`config.mk`:
```
export PLATFORM = sky130hd
export DESIGN_NAME = arsc_ctrl
export DESIGN_NICKNAME = d
export VERILOG_FILES = /design/src/core/arsc_pkg.sv /design/src/core/arsc_ctrl.sv
export SDC_FILE = /design/constraint.sdc
export NUM_CORES = 1
export LEC_CHECK = 0
export BUFFER_PORTS_ARGS = -buffer_cell sky130_fd_sc_hd__buf_4
export CORE_ASPECT_RATIO = 1.1
export CORE_MARGIN = 3
export CORE_UTILIZATION = 40
export DETAILED_ROUTE_END_ITERATION = 6
export HOLD_SLACK_MARGIN = 0.05
export PLACE_DENSITY = 0.73
export SETUP_SLACK_MARGIN = 0.1
export SYNTH_ARGS = -nofsm -noshare
export SYNTH_HDL_FRONTEND = slang
export SYNTH_SLANG_ARGS = --single-unit
```
`constraint.sdc`:
```
create_clock -name CLK -period 1 [get_ports CLK]
set_input_delay 0.2 -clock CLK [delete_from_list [all_inputs] [get_ports CLK]]
set_output_delay 0.2 -clock CLK [all_outputs]
set_load 0.05 [all_outputs]
```
`src/core/arsc_pkg.sv`:
```
// arsc_pkg: register map, field layout, reset values and carrier types of the converter reference select control.
// assumes an 8-bit special function register port with one-cycle write and read strobes.
package arsc_pkg;
  localparam logic [7:0] ADDR_TEMP_OFFSET_LOW = 8'h85;
  localparam logic [7:0] ADDR_TEMP_OFFSET_HIGH = 8'h86;
  localparam logic [7:0] ADDR_REFERENCE_CONTROL = 8'hD1;
  localparam logic [7:0] RESET_REFERENCE_CONTROL = 8'h18;
  localparam int BIT_PRECISION_REF_ENABLE = 0;
  localparam int BIT_TEMP_SENSOR_ENABLE = 2;
  localparam int LSB_VREF_SOURCE_SELECT = 3;
  localparam int BIT_GROUND_REF_SELECT = 5;
  localparam int LSB_OFFSET_LOW_FIELD = 6;
  localparam logic [7:0] MASK_REFERENCE_CONTROL = 8'h3D;
  localparam logic [9:0] DEFAULT_TEMP_OFFSET = 10'h200;

  typedef enum logic [1:0] {
    ARSC_VREF_EXT_PIN = 2'b00,
    ARSC_VREF_SUPPLY = 2'b01,
    ARSC_VREF_DIGITAL = 2'b10,
    ARSC_VREF_HIGH_SPEED = 2'b11
  } arsc_vref_t;

  typedef enum logic [1:0] {
    ARSC_GND_PIN = 2'b00,
    ARSC_GND_ANALOG_PIN = 2'b01,
    ARSC_GND_INTERNAL = 2'b10
  } arsc_gnd_t;

  // converter phase indicators
  typedef struct packed {
    logic tracking;
    logic converting;
    logic temp_channel;
  } arsc_phase_t;

  // analog steering outputs
  typedef struct packed {
    arsc_vref_t vref_source_select;
    arsc_gnd_t ground_route;
    logic precision_ref_enable;
    logic precision_ref_to_pin;
    logic high_speed_ref_enable;
    logic temp_sensor_enable;
  } arsc_steer_t;
endpackage

```
`src/core/arsc_ctrl.sv`:
```
// arsc_ctrl: reference control and temperature offset registers, plus reference and ground steering.
// assumes the register port and converter phase inputs are synchronous to CLK; the factory offset is a
// non-volatile trim value held stable by the fuse block.

module arsc_ctrl
  import arsc_pkg::*;
(
  input wire logic CLK,
  input wire logic RSTN,
  input wire logic [7:0] ADDR,
  input wire logic WR,
  input wire logic RD,
  input wire logic [7:0] WDATA,
  input wire logic [9:0] FACTORY_OFFSET,
  input wire arsc_phase_t PHASE,
  output logic [7:0] RDATA,
  output arsc_steer_t STEER
);
  logic [7:0] ref_ctrl;
  logic [7:0] next_ref_ctrl;
  logic [7:0] rdata_q;
  logic [7:0] next_rdata;
  arsc_steer_t steer_q;
  arsc_steer_t next_steer;
  logic [9:0] temp_offset_value;
  logic [9:0] next_temp_offset_value;
  logic wr_ctrl;
  logic rd_low;
  logic rd_high;
  logic rd_ctrl;
  logic rd_mapped;

  // address compare shared by the write path, the read strobes and the checks
  function automatic logic addr_hit(input logic [7:0] addr, input logic [7:0] target);
    addr_hit = (addr == target);
  endfunction

  // true when a control byte selects the self-powered high-speed reference
  function automatic logic hs_selected(input logic [7:0] ctrl);
    hs_selected = (ctrl[LSB_VREF_SOURCE_SELECT +: 2] == ARSC_VREF_HIGH_SPEED);
  endfunction

  // true while the sampling capacitor is connected to the temperature sensor
  function automatic logic temp_sampling(input arsc_phase_t ph);
    temp_sampling = ph.tracking && ph.temp_channel;
  endfunction

  // strobes qualified by address; strobes to any other address fall away
  always_comb begin
    wr_ctrl = WR && addr_hit(ADDR, ADDR_REFERENCE_CONTROL);
    rd_low = RD && addr_hit(ADDR, ADDR_TEMP_OFFSET_LOW);
    rd_high = RD && addr_hit(ADDR, ADDR_TEMP_OFFSET_HIGH);
    rd_ctrl = RD && addr_hit(ADDR, ADDR_REFERENCE_CONTROL);
    rd_mapped = rd_low || rd_high || rd_ctrl;
  end

  // only the writable bits land; unused bits stay zero
  always_comb begin
    next_ref_ctrl = ref_ctrl;
    if (wr_ctrl) begin
      next_ref_ctrl = WDATA & MASK_REFERENCE_CONTROL;
    end
  end

  always_ff @(posedge CLK or negedge RSTN) begin
    if (!RSTN) begin
      ref_ctrl <= RESET_REFERENCE_CONTROL;
    end else begin
      ref_ctrl <= next_ref_ctrl;
    end
  end

  // offset mirrors the trim value; no reset and no write path
  always_comb begin
    next_temp_offset_value = FACTORY_OFFSET;
  end

  // no reset: the trim value is not lost with RSTN
  always_ff @(posedge CLK) begin
    temp_offset_value <= next_temp_offset_value;
  end

  // read data registered; zero whenever no mapped read is issued
  always_comb begin
    next_rdata = 8'h00;
    if (RD) begin
      case (ADDR)
        ADDR_TEMP_OFFSET_LOW: next_rdata = {temp_offset_value[1:0], 6'h00};
        ADDR_TEMP_OFFSET_HIGH: next_rdata = temp_offset_value[9:2];
        ADDR_REFERENCE_CONTROL: next_rdata = ref_ctrl;
        default: next_rdata = 8'h00;
      endcase
    end
  end

  // ground priority: temperature sampling, then high-speed conversion, then bit 5
  always_comb begin
    logic hs_sel;
    hs_sel = 1'b0;
    next_steer.vref_source_select = arsc_vref_t'(ref_ctrl[LSB_VREF_SOURCE_SELECT +: 2]);
    hs_sel = hs_selected(ref_ctrl);
    next_steer.high_speed_ref_enable = hs_sel && (PHASE.tracking || PHASE.converting);
    next_steer.precision_ref_enable = ref_ctrl[BIT_PRECISION_REF_ENABLE];
    next_steer.precision_ref_to_pin = ref_ctrl[BIT_PRECISION_REF_ENABLE];
    next_steer.temp_sensor_enable = ref_ctrl[BIT_TEMP_SENSOR_ENABLE];
    if (temp_sampling(PHASE)) begin
      next_steer.ground_route = ARSC_GND_INTERNAL;
    end else if (PHASE.converting && hs_sel) begin
      next_steer.ground_route = ARSC_GND_INTERNAL;
    end else if (ref_ctrl[BIT_GROUND_REF_SELECT]) begin
      next_steer.ground_route = ARSC_GND_ANALOG_PIN;
    end else begin
      next_steer.ground_route = ARSC_GND_PIN;
    end
  end

  always_ff @(posedge CLK or negedge RSTN) begin
    if (!RSTN) begin
      rdata_q <= 8'h00;
      steer_q <= '{vref_source_select: ARSC_VREF_HIGH_SPEED, ground_route: ARSC_GND_PIN, default: 1'b0};
    end else begin
      rdata_q <= next_rdata;
      steer_q <= next_steer;
    end
  end

  // outputs straight from the registers
  assign RDATA = rdata_q;
  assign STEER = steer_q;

  // write, offset and steering checks
  property p_ctrl_write;
    @(posedge CLK) disable iff (!RSTN)
      wr_ctrl |=> (ref_ctrl == ($past(WDATA) & MASK_REFERENCE_CONTROL));
  endproperty
  a_ctrl_write: assert property (p_ctrl_write) else $error("reference control write wrong");

  property p_read_low;
    @(posedge CLK) disable iff (!RSTN)
      (RD && ADDR == ADDR_TEMP_OFFSET_LOW) |=> (RDATA[5:0] == 6'h00 && RDATA[7:6] == $past(temp_offset_value[1:0]));
  endproperty
  a_read_low: assert property (p_read_low) else $error("offset low read wrong");

  property p_read_high;
    @(posedge CLK) disable iff (!RSTN)
      (RD && ADDR == ADDR_TEMP_OFFSET_HIGH) |=> (RDATA == $past(temp_offset_value[9:2]));
  endproperty
  a_read_high: assert property (p_read_high) else $error("offset high read wrong");

  property p_offset_write_ignored;
    @(posedge CLK) disable iff (!RSTN)
      (WR && ADDR == ADDR_TEMP_OFFSET_LOW && $stable(FACTORY_OFFSET)) |=> $stable(temp_offset_value);
  endproperty
  a_offset_write_ignored: assert property (p_offset_write_ignored) else $error("offset changed by write");

  property p_hs_idle;
    @(posedge CLK) disable iff (!RSTN)
      (!PHASE.tracking && !PHASE.converting) |=> !STEER.high_speed_ref_enable;
  endproperty
  a_hs_idle: assert property (p_hs_idle) else $error("high-speed reference on while idle");

  property p_hs_conv;
    @(posedge CLK) disable iff (!RSTN)
      (PHASE.converting && hs_selected(ref_ctrl)) |=> (STEER.high_speed_ref_enable
        && STEER.ground_route == ARSC_GND_INTERNAL);
  endproperty
  a_hs_conv: assert property (p_hs_conv) else $error("high-speed conversion steering wrong");

  property p_temp_gnd;
    @(posedge CLK) disable iff (!RSTN)
      (PHASE.tracking && PHASE.temp_channel) |=> (STEER.ground_route == ARSC_GND_INTERNAL);
  endproperty
  a_temp_gnd: assert property (p_temp_gnd) else $error("temperature sampling ground wrong");

  property p_analog_ground_pin;
    @(posedge CLK) disable iff (!RSTN)
      (ref_ctrl[BIT_GROUND_REF_SELECT] && !PHASE.temp_channel && !hs_selected(ref_ctrl))
        |=> (STEER.ground_route == ARSC_GND_ANALOG_PIN);
  endproperty
  a_analog_ground_pin: assert property (p_analog_ground_pin) else $error("analog ground not routed");

  property p_enables;
    @(posedge CLK) disable iff (!RSTN)
      1'b1 |=> (STEER.precision_ref_enable == $past(ref_ctrl[BIT_PRECISION_REF_ENABLE])
        && STEER.temp_sensor_enable == $past(ref_ctrl[BIT_TEMP_SENSOR_ENABLE]));
  endproperty
  a_enables: assert property (p_enables) else $error("enable steering wrong");

  // read, hold and offset checks: mapped addresses answer, everything else reads zero
  property p_read_ctrl;
    @(posedge CLK) disable iff (!RSTN)
      rd_ctrl |=> (RDATA == $past(ref_ctrl) && (RDATA & ~MASK_REFERENCE_CONTROL) == 8'h00);
  endproperty
  a_read_ctrl: assert property (p_read_ctrl) else $error("reference control read wrong");

  property p_read_quiet;
    @(posedge CLK) disable iff (!RSTN)
      !rd_mapped |=> (RDATA == 8'h00);
  endproperty
  a_read_quiet: assert property (p_read_quiet) else $error("read data not zero");

  property p_ctrl_hold;
    @(posedge CLK) disable iff (!RSTN)
      !wr_ctrl |=> $stable(ref_ctrl);
  endproperty
  a_ctrl_hold: assert property (p_ctrl_hold) else $error("reference control changed without write");

  property p_ctrl_bits_zero;
    @(posedge CLK) disable iff (!RSTN)
      (ref_ctrl & ~MASK_REFERENCE_CONTROL) == 8'h00;
  endproperty
  a_ctrl_bits_zero: assert property (p_ctrl_bits_zero) else $error("unused control bits set");

  property p_offset_high_write_ignored;
    @(posedge CLK) disable iff (!RSTN)
      (WR && addr_hit(ADDR, ADDR_TEMP_OFFSET_HIGH) && $stable(FACTORY_OFFSET)) |=> $stable(temp_offset_value);
  endproperty
  a_offset_high_write_ignored: assert property (p_offset_high_write_ignored) else $error("offset changed by write");

  property p_offset_follow;
    @(posedge CLK) disable iff (!RSTN)
      1'b1 |=> (temp_offset_value == $past(FACTORY_OFFSET));
  endproperty
  a_offset_follow: assert property (p_offset_follow) else $error("offset does not follow trim");

  // steering side
  property p_vref_select;
    @(posedge CLK) disable iff (!RSTN)
      1'b1 |=> (STEER.vref_source_select == $past(ref_ctrl[LSB_VREF_SOURCE_SELECT +: 2]));
  endproperty
  a_vref_select: assert property (p_vref_select) else $error("reference source wrong");

  property p_to_pin;
    @(posedge CLK) disable iff (!RSTN)
      1'b1 |=> (STEER.precision_ref_to_pin == $past(ref_ctrl[BIT_PRECISION_REF_ENABLE]));
  endproperty
  a_to_pin: assert property (p_to_pin) else $error("precision reference pin connection wrong");

  property p_temp_sense;
    @(posedge CLK) disable iff (!RSTN)
      1'b1 |=> (STEER.temp_sensor_enable == $past(ref_ctrl[BIT_TEMP_SENSOR_ENABLE]));
  endproperty
  a_temp_sense: assert property (p_temp_sense) else $error("temperature sensor enable wrong");

  property p_plain_gnd;
    @(posedge CLK) disable iff (!RSTN)
      (!ref_ctrl[BIT_GROUND_REF_SELECT] && !temp_sampling(PHASE) && !(PHASE.converting && hs_selected(ref_ctrl)))
        |=> (STEER.ground_route == ARSC_GND_PIN);
  endproperty
  a_plain_gnd: assert property (p_plain_gnd) else $error("plain ground not routed");

  property p_analog_ground_pin_track;
    @(posedge CLK) disable iff (!RSTN)
      (ref_ctrl[BIT_GROUND_REF_SELECT] && PHASE.tracking && !PHASE.temp_channel && !PHASE.converting)
        |=> (STEER.ground_route == ARSC_GND_ANALOG_PIN);
  endproperty
  a_analog_ground_pin_track: assert property (p_analog_ground_pin_track) else $error("analog ground lost while tracking");

  property p_analog_ground_pin_convert;
    @(posedge CLK) disable iff (!RSTN)
      (ref_ctrl[BIT_GROUND_REF_SELECT] && PHASE.converting && !hs_selected(ref_ctrl) && !temp_sampling(PHASE))
        |=> (STEER.ground_route == ARSC_GND_ANALOG_PIN);
  endproperty
  a_analog_ground_pin_convert: assert property (p_analog_ground_pin_convert) else $error("analog ground lost while converting");

  property p_hs_track;
    @(posedge CLK) disable iff (!RSTN)
      (PHASE.tracking && hs_selected(ref_ctrl)) |=> STEER.high_speed_ref_enable;
  endproperty
  a_hs_track: assert property (p_hs_track) else $error("high-speed reference off while tracking");

  property p_hs_unselected;
    @(posedge CLK) disable iff (!RSTN)
      !hs_selected(ref_ctrl) |=> !STEER.high_speed_ref_enable;
  endproperty
  a_hs_unselected: assert property (p_hs_unselected) else $error("high-speed reference on while unselected");

  property p_gnd_internal;
    @(posedge CLK) disable iff (!RSTN)
      (STEER.ground_route == ARSC_GND_INTERNAL)
        |-> ($past(temp_sampling(PHASE)) || $past(PHASE.converting && hs_selected(ref_ctrl)));
  endproperty
  a_gnd_internal: assert property (p_gnd_internal) else $error("internal ground without cause");

  c_hs_conversion: cover property (@(posedge CLK) disable iff (!RSTN) STEER.high_speed_ref_enable);
  c_analog_ground_pin: cover property (@(posedge CLK) disable iff (!RSTN) STEER.ground_route == ARSC_GND_ANALOG_PIN);
  c_temp: cover property (@(posedge CLK) disable iff (!RSTN) STEER.temp_sensor_enable && PHASE.temp_channel);
  c_precision: cover property (@(posedge CLK) disable iff (!RSTN) STEER.precision_ref_enable);
  c_ctrl_read: cover property (@(posedge CLK) disable iff (!RSTN) rd_ctrl);
endmodule

```
==> qor.csv, run 1 <==
metric;value;unit
outcome;finished with violations;
failing checks;setup timing;
Synth Instances;76;
final setup fails;16;
ys async rst share;0.667;
CP max-delay cell;dfstp_2;
fin crit period;1.21;ns
CTS tree;yes;
kind of critical path;reg -> out;
worst hold start;WDATA[5];
initial antenna violation count;0;
nets;184;
input/output buffers;45;
Top delay family on crit path;flip-flops;
Hold Path Depth;2;
vias in the first global route;979;
TritonCTS buffer count;5;
VDD IR-drop max;1060;uV
drt wl/cell;16.0;microns
area leader, netlist;dfrtp_1;
crit path cell chain;buf_8;
Rows;19;
Synth Warn #;0;
CTS max path bufs;2;
synth cell count leaders;dfrtp_1, dfxtp_1, nand3_1;
TritonRoute pass-1 iters;4;
Largest stage delay, worst path;0.54;ns
Main synth FF type;dfrtp_1;
GRT overflow;0;
syn nets;109;
worst min-delay path endpoint;ref_ctrl[5];
Post-route DRC;0;
Overall Global Routing Usage;0.174;
antenna cells;0;
clk slew on worst S/H paths;0.09;ns
Hold WC Path Type;in -> reg;
Critical Path Stages;1;
Final HPWL DP;1750;microns
RSZ-0062 raised after global routing;yes;
maxcap violations;0;
largest net degree at the start of global routing;21;
post-place setup slack;-0.383;ns
r2r setup slk;0.07;ns
Sink Count;30;
Synth area leaders;dfrtp_1, dfxtp_1, dfstp_2;
syn_area_per_cell;14.2;sq um
via count;947;
count leader, synth;dfrtp_1;
share of cells above drive strength 1;0.645;
Leakage;0.873;nW
CP Launch Type;flop;
Reg2Reg Capture Point;RDATA[4];
Post-DRT Antenna Nets;0;
Total Wirelength;2930;microns
crit end category;output pin;
first-pass GRT wire length;4370;microns
r2r worst-path depth;2;
Post-synth EDFFs;0;
post-synthesis sequential area ratio;0.652;
H-Tree Level Count;2;
WP data arrival;1.01;ns
core area;2540;sq um
worst path bufs/invs;1;
Initial Utilization;0.425;
die height;60.6;microns
FF-to-FF Start;ref_ctrl[4];
Yosys reg bits;30;
I/O pins;49;
Max-Slew Margin vs Limit;0.839;
Area Growth Syn to Fin;77.0;%
Die Area;3370;sq um
Synth top area share;0.370;
final worst setup slack;-0.207;ns
Post-Route Skew;0.00649;ns
Iter 0 DRT Violations;22;
Cell Pwr Density;1240;nW/um^2
Final Total Pwr;2.38;mW
routability cong.;0.834;
Final period util;1.21;
Die W;55.6;microns
Clock Tree Root;clkbuf_4;
Worst Max-Slew Pin Slew;0.241;ns
endpoints failing hold;0;
fill cell count;147;
Unique masters post-synth;24;
FMAX;829;MHz
required time worst endpoint;0.80;ns
max-slew violation count;0;
Post-Syn Area;1080;sq um
Via density;5.17;
Critical Path Fanout Max;1;
clk_lat worst skew;0.32;ns
## how the worst max path moves through the flow
stage | startpoint | end
floorplan | ADDR[1] | ref_ctrl[0]
global placement | ADDR[5] | ref_ctrl[5]
detailed placement | ADDR[5] | ref_ctrl[5]
CTS | STEER[7] | STEER[7]
global route | STEER[6] | STEER[6]
finish | STEER[7] | STEER[7]
## layout make-up
type / instances / area (sq um) / area share
well taps: 31 / 38.8 / 0.0202
inverters: 2 / 7.51 / 0.00392
multi-input cells: 41 / 440 / 0.230
clock buffers: 7 / 55.1 / 0.0287
flip-flops and latches: 30 / 707 / 0.369
repair buffers: 71 / 662 / 0.346
clock inverters: 1 / 5.00 / 0.00261
## registers in the layout, summed over array words and instances (netlist names)
name and cells:
RDATA 8, STEER 7, ref_ctrl 5, temp_offset_value 10
## metal layers
metal,global-route usage,vias up,routed length [microns]
met5,0,-,0
met4,0.0694,0,99
met1,0.179,456,1050
met3,0.0660,13,208
li1,-,429,-
met2,0.326,49,1560
## placed cells by master, fill, tap and decap left out, types with 2 or more instances in the layout
cell            n
inv_1           2
dfrtp_1        15
dlygate4sd3_1  11
dfstp_2         4
a211oi_2        5
mux2_4          5
nor4b_4         2
clkbuf_4        5
nor4_2          2
buf_6          19
dfxtp_1        10
nand3_1         5
buf_8           4
a22oi_1         3
buf_4          37
nand3_2         5
## metrics by stage
step	hold WS (ns)	utilization	TNS (ns)	cells	area, sq um
after floorplan	-0.0956	-	-2.22	76	1100
final	0.106	0.753	-1.29	183	1920
after detailed placement	0.0845	0.598	-4.31	160	1520
after CTS	0.0937	0.727	-1.47	182	1850
after global placement	0.0814	0.598	-3.88	160	1520
after global routing	0.0828	0.753	-2.01	183	1920
## where the power goes
part / total (mW) / switching (mW) / internal [mW]
combinational: 0.376 / 0.164 / 0.212
clock: 0.724 / 0.384 / 0.340
sequential: 1.28 / 0.0256 / 1.26
total: 2.38 / 0.573 / 1.81
## logic make-up after synthesis
family                 share of synthesized area
AO/OA/AOI/OAI                             0.0740
XOR/XNOR                                 0.00809
buffers and inverters                     0.0347
flip-flops                                 0.652
multiplexers                              0.0694
AND/OR/NAND/NOR                            0.162
## repair_timing
action / 4_1_cts / 5_1_grt
pin swaps: 8 / 7
gates resized for setup: 34 / 13
endpoints found under the setup margin: 29 / 30
hold buffers: 11 / 0
endpoints found under the hold margin: 30 / 0
cloned: 0 / 0
buffers inserted: 3 / 1
(Power assumes the default switching activity.)
==> run 2, diff against run 1 <==
CORE_UTILIZATION = 43   (was 40)
CTS_BUF_LIST = sky130_fd_sc_hd__clkbuf_8   (was default)
GPL_ROUTABILITY_DRIVEN = 0   (was default)
PLACE_DENSITY = 0.77   (was 0.73)
==> run 2 against run 1 <==
Net effect:
- the run still ends with setup timing left
- clock power is 73% higher
- combinational power is 3% higher
- non-clock buffer count is 1 higher
- count of clock-buffer cells in the layout is 1 lower
- via count is 4.0% higher
- critical endpoint is now STEER[6]
- register-to-register slack worse by 0.04 ns
- sequential share of layout area is 1.9 points lower
- design area is 5.3% higher
- die area is 6.3% lower
- flip-flop and latch count stayed put
==> qor.csv, run 2 (synthesized netlist as in run 1, its figures left out) <==
metric;value;unit
outcome;finished with violations;
failing checks;setup timing;
post-place setup slack;-0.353;ns
post-layout util;0.869;
Area Growth Syn to Fin;86.4;%
final worst setup slack;-0.163;ns
worst path bufs/invs;1;
fill cell count;109;
Post-DRT Antenna Nets;0;
Top delay family on crit path;flip-flops;
Hold Path Depth;2;
Final Total Pwr;2.92;mW
Max-Slew Margin vs Limit;0.833;
crit path cell chain;buf_8;
vias in the first global route;1070;
I/O pins;49;
Largest stage delay, worst path;0.54;ns
max reg flops;10;
maxcap violations;0;
Reg with most FFs;temp_offset_value;
Die Area;3160;sq um
Via density;5.38;
Design Area, Final;2020;sq um
crit end category;output pin;
die height;58.6;microns
r2r setup slk;0.03;ns
Post-Route Skew;0.00646;ns
sequential share of power;0.440;
kind of critical path;reg -> out;
Worst Max-Slew Pin Slew;0.249;ns
final setup fails;20;
WP data arrival;0.96;ns
Final period util;1.16;
required time worst endpoint;0.80;ns
Overall Global Routing Usage;0.244;
Initial Utilization;0.467;
drt wl/cell;19.7;microns
fin crit period;1.16;ns
FF-to-FF Start;ref_ctrl[3];
GRT overflow;0;
CTS max path bufs;2;
TritonCTS buffer count;5;
worst min-delay path endpoint;ref_ctrl[0];
hold_ws;0.148;ns
TNS Setup;-0.829;ns
post-route non-filler standard cell count;183;
r2r worst-path depth;2;
Clock Tree Root;clkbuf_8;
Hold WC Path Type;in -> reg;
worst hold start;WDATA[0];
FMAX;860;MHz
Psw;0.650;mW
commonest cells after routing, fill and taps aside;buf_4, buf_6, dfrtp_1;
CP max-delay cell;dfstp_2;
CTS tree;yes;
TritonRoute pass-1 iters;4;
Post-Place Cell Area;1520;sq um
RSZ-0062 raised after global routing;yes;
Total Wirelength;3610;microns
most common cell after layout, fill and taps aside;buf_4;
crit path from;STEER[6];
H-Tree Level Count;2;
core area;2320;sq um
via count;985;
Int Power;2.27;mW
Post-route DRC;0;
largest net degree at the start of global routing;21;
Sink Count;30;
Critical Path Fanout Max;1;
Iter 0 DRT Violations;23;
endpoints failing hold;0;
clk slew on worst S/H paths;0.06;ns
Cell Pwr Density;1450;nW/um^2
Rows;18;
Clock Power Share;0.427;
clk_lat worst skew;0.28;ns
Leakage;0.908;nW
Final HPWL DP;1740;microns
antenna cells;0;
input/output buffers;45;
first-pass GRT wire length;5260;microns
initial antenna violation count;0;
max-slew violation count;0;
VDD IR-drop max;1730;uV
share of cells above drive strength 1;0.686;
nets;185;
Die W;53.8;microns
Gate power share;0.133;
placed cells;159;
CP Launch Type;flop;
sw frac;0.223;
Reg2Reg Capture Point;RDATA[3];
## run 2: cell count changes in the layout (fill, tap and decap cells not counted), sizes merged
cell,delta
buf,+1
bufinv,+1
clkbuf,-1
clkinv,-1
inv,+1
## run 2: repair_timing
| action | CTS | global route |
|---|---|---|
| endpoints found under the setup margin | 29 | 29 |
| gates resized for setup | 48 | 8 |
| hold buffers | 11 | 0 |
| hold endpoints to repair | 30 | 0 |
| setup buffers | 3 | 2 |
| gates cloned | 0 | 0 |
| pin swaps | 16 | 8 |
## run 2: layout make-up
cell class	instances	area, sq um	share of cell area
clock buffer	6	82.6	0.0409
clock inverter	2	33.8	0.0167
inverter	2	7.51	0.00372
multi-input combinational	41	468	0.232
sequential	30	707	0.350
tap	30	37.5	0.0186
timing repair buffer	72	681	0.337
## run 2: worst max-delay path by stage
stage | end | slack, ns | depth (start not counted)
2_1_floorplan | ref_ctrl[0] | -0.28 | 5
3_3_place_gp | ref_ctrl[5] | -0.34 | 4
3_5_place_dp | RDATA[3] | -0.35 | 6
6_report | STEER[6] | -0.16 | 1
4_1_cts | STEER[6] | -0.17 | 1
5_1_grt | STEER[6] | -0.19 | 1
## run 2: per-layer routing
layer,wire [microns],vias up,global-route usage
met1,1350,488,0.272
met2,1900,57,0.401
li1,-,432,-
met4,82,0,0.113
met3,274,8,0.0962
met5,0,-,0
## run 2: power by group through the flow
| stage | combinational [mW] | sequential, mW | clock, mW |
|---|---|---|---|
| after floorplan | 0.0674 | 1.34 | 0 |
| after global placement | 0.270 | 1.30 | 0 |
| after detailed placement | 0.276 | 1.30 | 0 |
| after CTS | 0.355 | 1.28 | 1.25 |
| after global routing | 0.408 | 1.29 | 1.33 |
| final | 0.388 | 1.29 | 1.25 |
==> run 3, diff against run 2 <==
CORE_UTILIZATION = 40   (was 43)
CTS_BUF_LIST = sky130_fd_sc_hd__clkbuf_16   (was sky130_fd_sc_hd__clkbuf_8)
PLACE_DENSITY = 0.73   (was 0.77)
==> run 3 against run 2 <==
Net effect:
- the flow still finishes with violations (setup timing)
- routed wire length decreased by 16%
- worst hold slack better by 0.018 ns
- highest routed layer unchanged
- critical path type unchanged
- non-clock buffer count unchanged
==> qor.csv, run 3 (synthesized netlist as in run 1, its figures left out) <==
metric;value;unit
CTS tree;yes;
final setup fails;8;
maxcap violations;0;
post-place setup slack;-0.383;ns
I/O pins;49;
Total Wirelength;3030;microns
Largest stage delay, worst path;0.53;ns
placed cells;160;
Via density;5.13;
CTS max path bufs;2;
crit end category;output pin;
largest net degree at the start of global routing;21;
outcome;finished with violations;
die height;60.6;microns
Top delay family on crit path;flip-flops;
vias in the first global route;1021;
clk_lat worst skew;0.27;ns
Worst Max-Slew Pin Slew;0.292;ns
Final HPWL DP;1750;microns
Initial Utilization;0.425;
Die W;55.6;microns
RSZ-0062 raised after global routing;yes;
TritonCTS buffer count;5;
Post-Route Skew;0.00133;ns
Post-DRT Antenna Nets;0;
H-Tree Level Count;2;
FMAX;880;MHz
TNS Setup;-0.458;ns
antenna cells;0;
Reg with most FFs;temp_offset_value;
Sink Count;30;
Final period util;1.14;
Max-Slew Margin vs Limit;0.806;
VDD IR-drop max;1660;uV
via count;943;
input/output buffers;45;
share of cells above drive strength 1;0.673;
TritonRoute pass-1 iters;4;
Hold WC Path Type;in -> reg;
failing checks;setup timing;
post-route non-filler standard cell count;184;
Overall Global Routing Usage;0.190;
Final Total Pwr;3.03;mW
Cell Pwr Density;1470;nW/um^2
kind of critical path;reg -> out;
commonest cells after routing, fill and taps aside;buf_4, buf_6, dfrtp_1;
most common cell after layout, fill and taps aside;buf_4;
CP max-delay cell;dfstp_2;
worst path bufs/invs;1;
core area;2540;sq um
Iter 0 DRT Violations;18;
clk slew on worst S/H paths;0.05;ns
Clock Tree Root;clkbuf_16;
Post-route DRC;0;
crit path cell chain;buf_8;
Area Growth Syn to Fin;90.2;%
initial antenna violation count;0;
endpoints failing hold;0;
max-slew violation count;0;
Rows;19;
fin crit period;1.14;ns
required time worst endpoint;0.80;ns
drt wl/cell;16.5;microns
Leakage;0.927;nW
CP Launch Type;flop;
Die Area;3370;sq um
max reg flops;10;
WP data arrival;0.94;ns
Critical Path Fanout Max;1;
final worst setup slack;-0.137;ns
first-pass GRT wire length;4690;microns
nets;185;
GRT overflow;0;
==> run 3: worst paths after layout <==
check,cells after the start,slack [ns],start,endpoint
max,1,-0.14,STEER[6],STEER[6]
min,2,0.17,WDATA[5],ref_ctrl[5]
max reg2reg,2,0.03,ref_ctrl[3],RDATA[3]
min reg2reg,0,0.44,ref_ctrl[0],STEER[2]
max in group asynchronous,2,0.39,RSTN,ref_ctrl[4]
min in group asynchronous,2,0.35,RSTN,RDATA[1]
==> run 3: cell type report <==
type | instances | area, sq um
Clock buffer | 5 | 125
Clock inverter | 3 | 12.5
Fill cell | 121 | 485
Inverter | 2 | 7.51
Multi-Input combinational cell | 41 | 479
Sequential cell | 30 | 707
Tap cell | 31 | 38.8
Timing Repair Buffer | 72 | 688
==> run 3: through the flow <==
stage	cell area, sq um	hold WS [ns]	util
after global routing	2060	0.159	0.809
final	2060	0.166	0.809
after CTS	2010	0.159	0.791
after detailed placement	1520	0.0845	0.598
after floorplan	1100	-0.0956	-
after global placement	1520	0.0814	0.598
==> run 3: timing repair <==
action / 4_1_cts / 5_1_grt
endpoints found under the hold margin: 30 / 0
pin swaps: 19 / 3
buffers inserted: 4 / 1
hold buffers: 11 / 0
resized for setup: 51 / 8
endpoints found under the setup margin: 29 / 30
==> run 3: layer usage <==
metal / vias to the layer above / share of wire / track usage
met5: - / 0 / 0
met4: 0 / 0.019 / 0.0868
met3: 6 / 0.070 / 0.0681
met2: 50 / 0.56 / 0.367
met1: 455 / 0.35 / 0.185
li1: 432 / - / -
==> run 3: report_power, final <==
group	switching [mW]	internal, mW
Clock	0.453	0.892
Combinational	0.171	0.222
Sequential	0.0275	1.26
Total	0.651	2.37
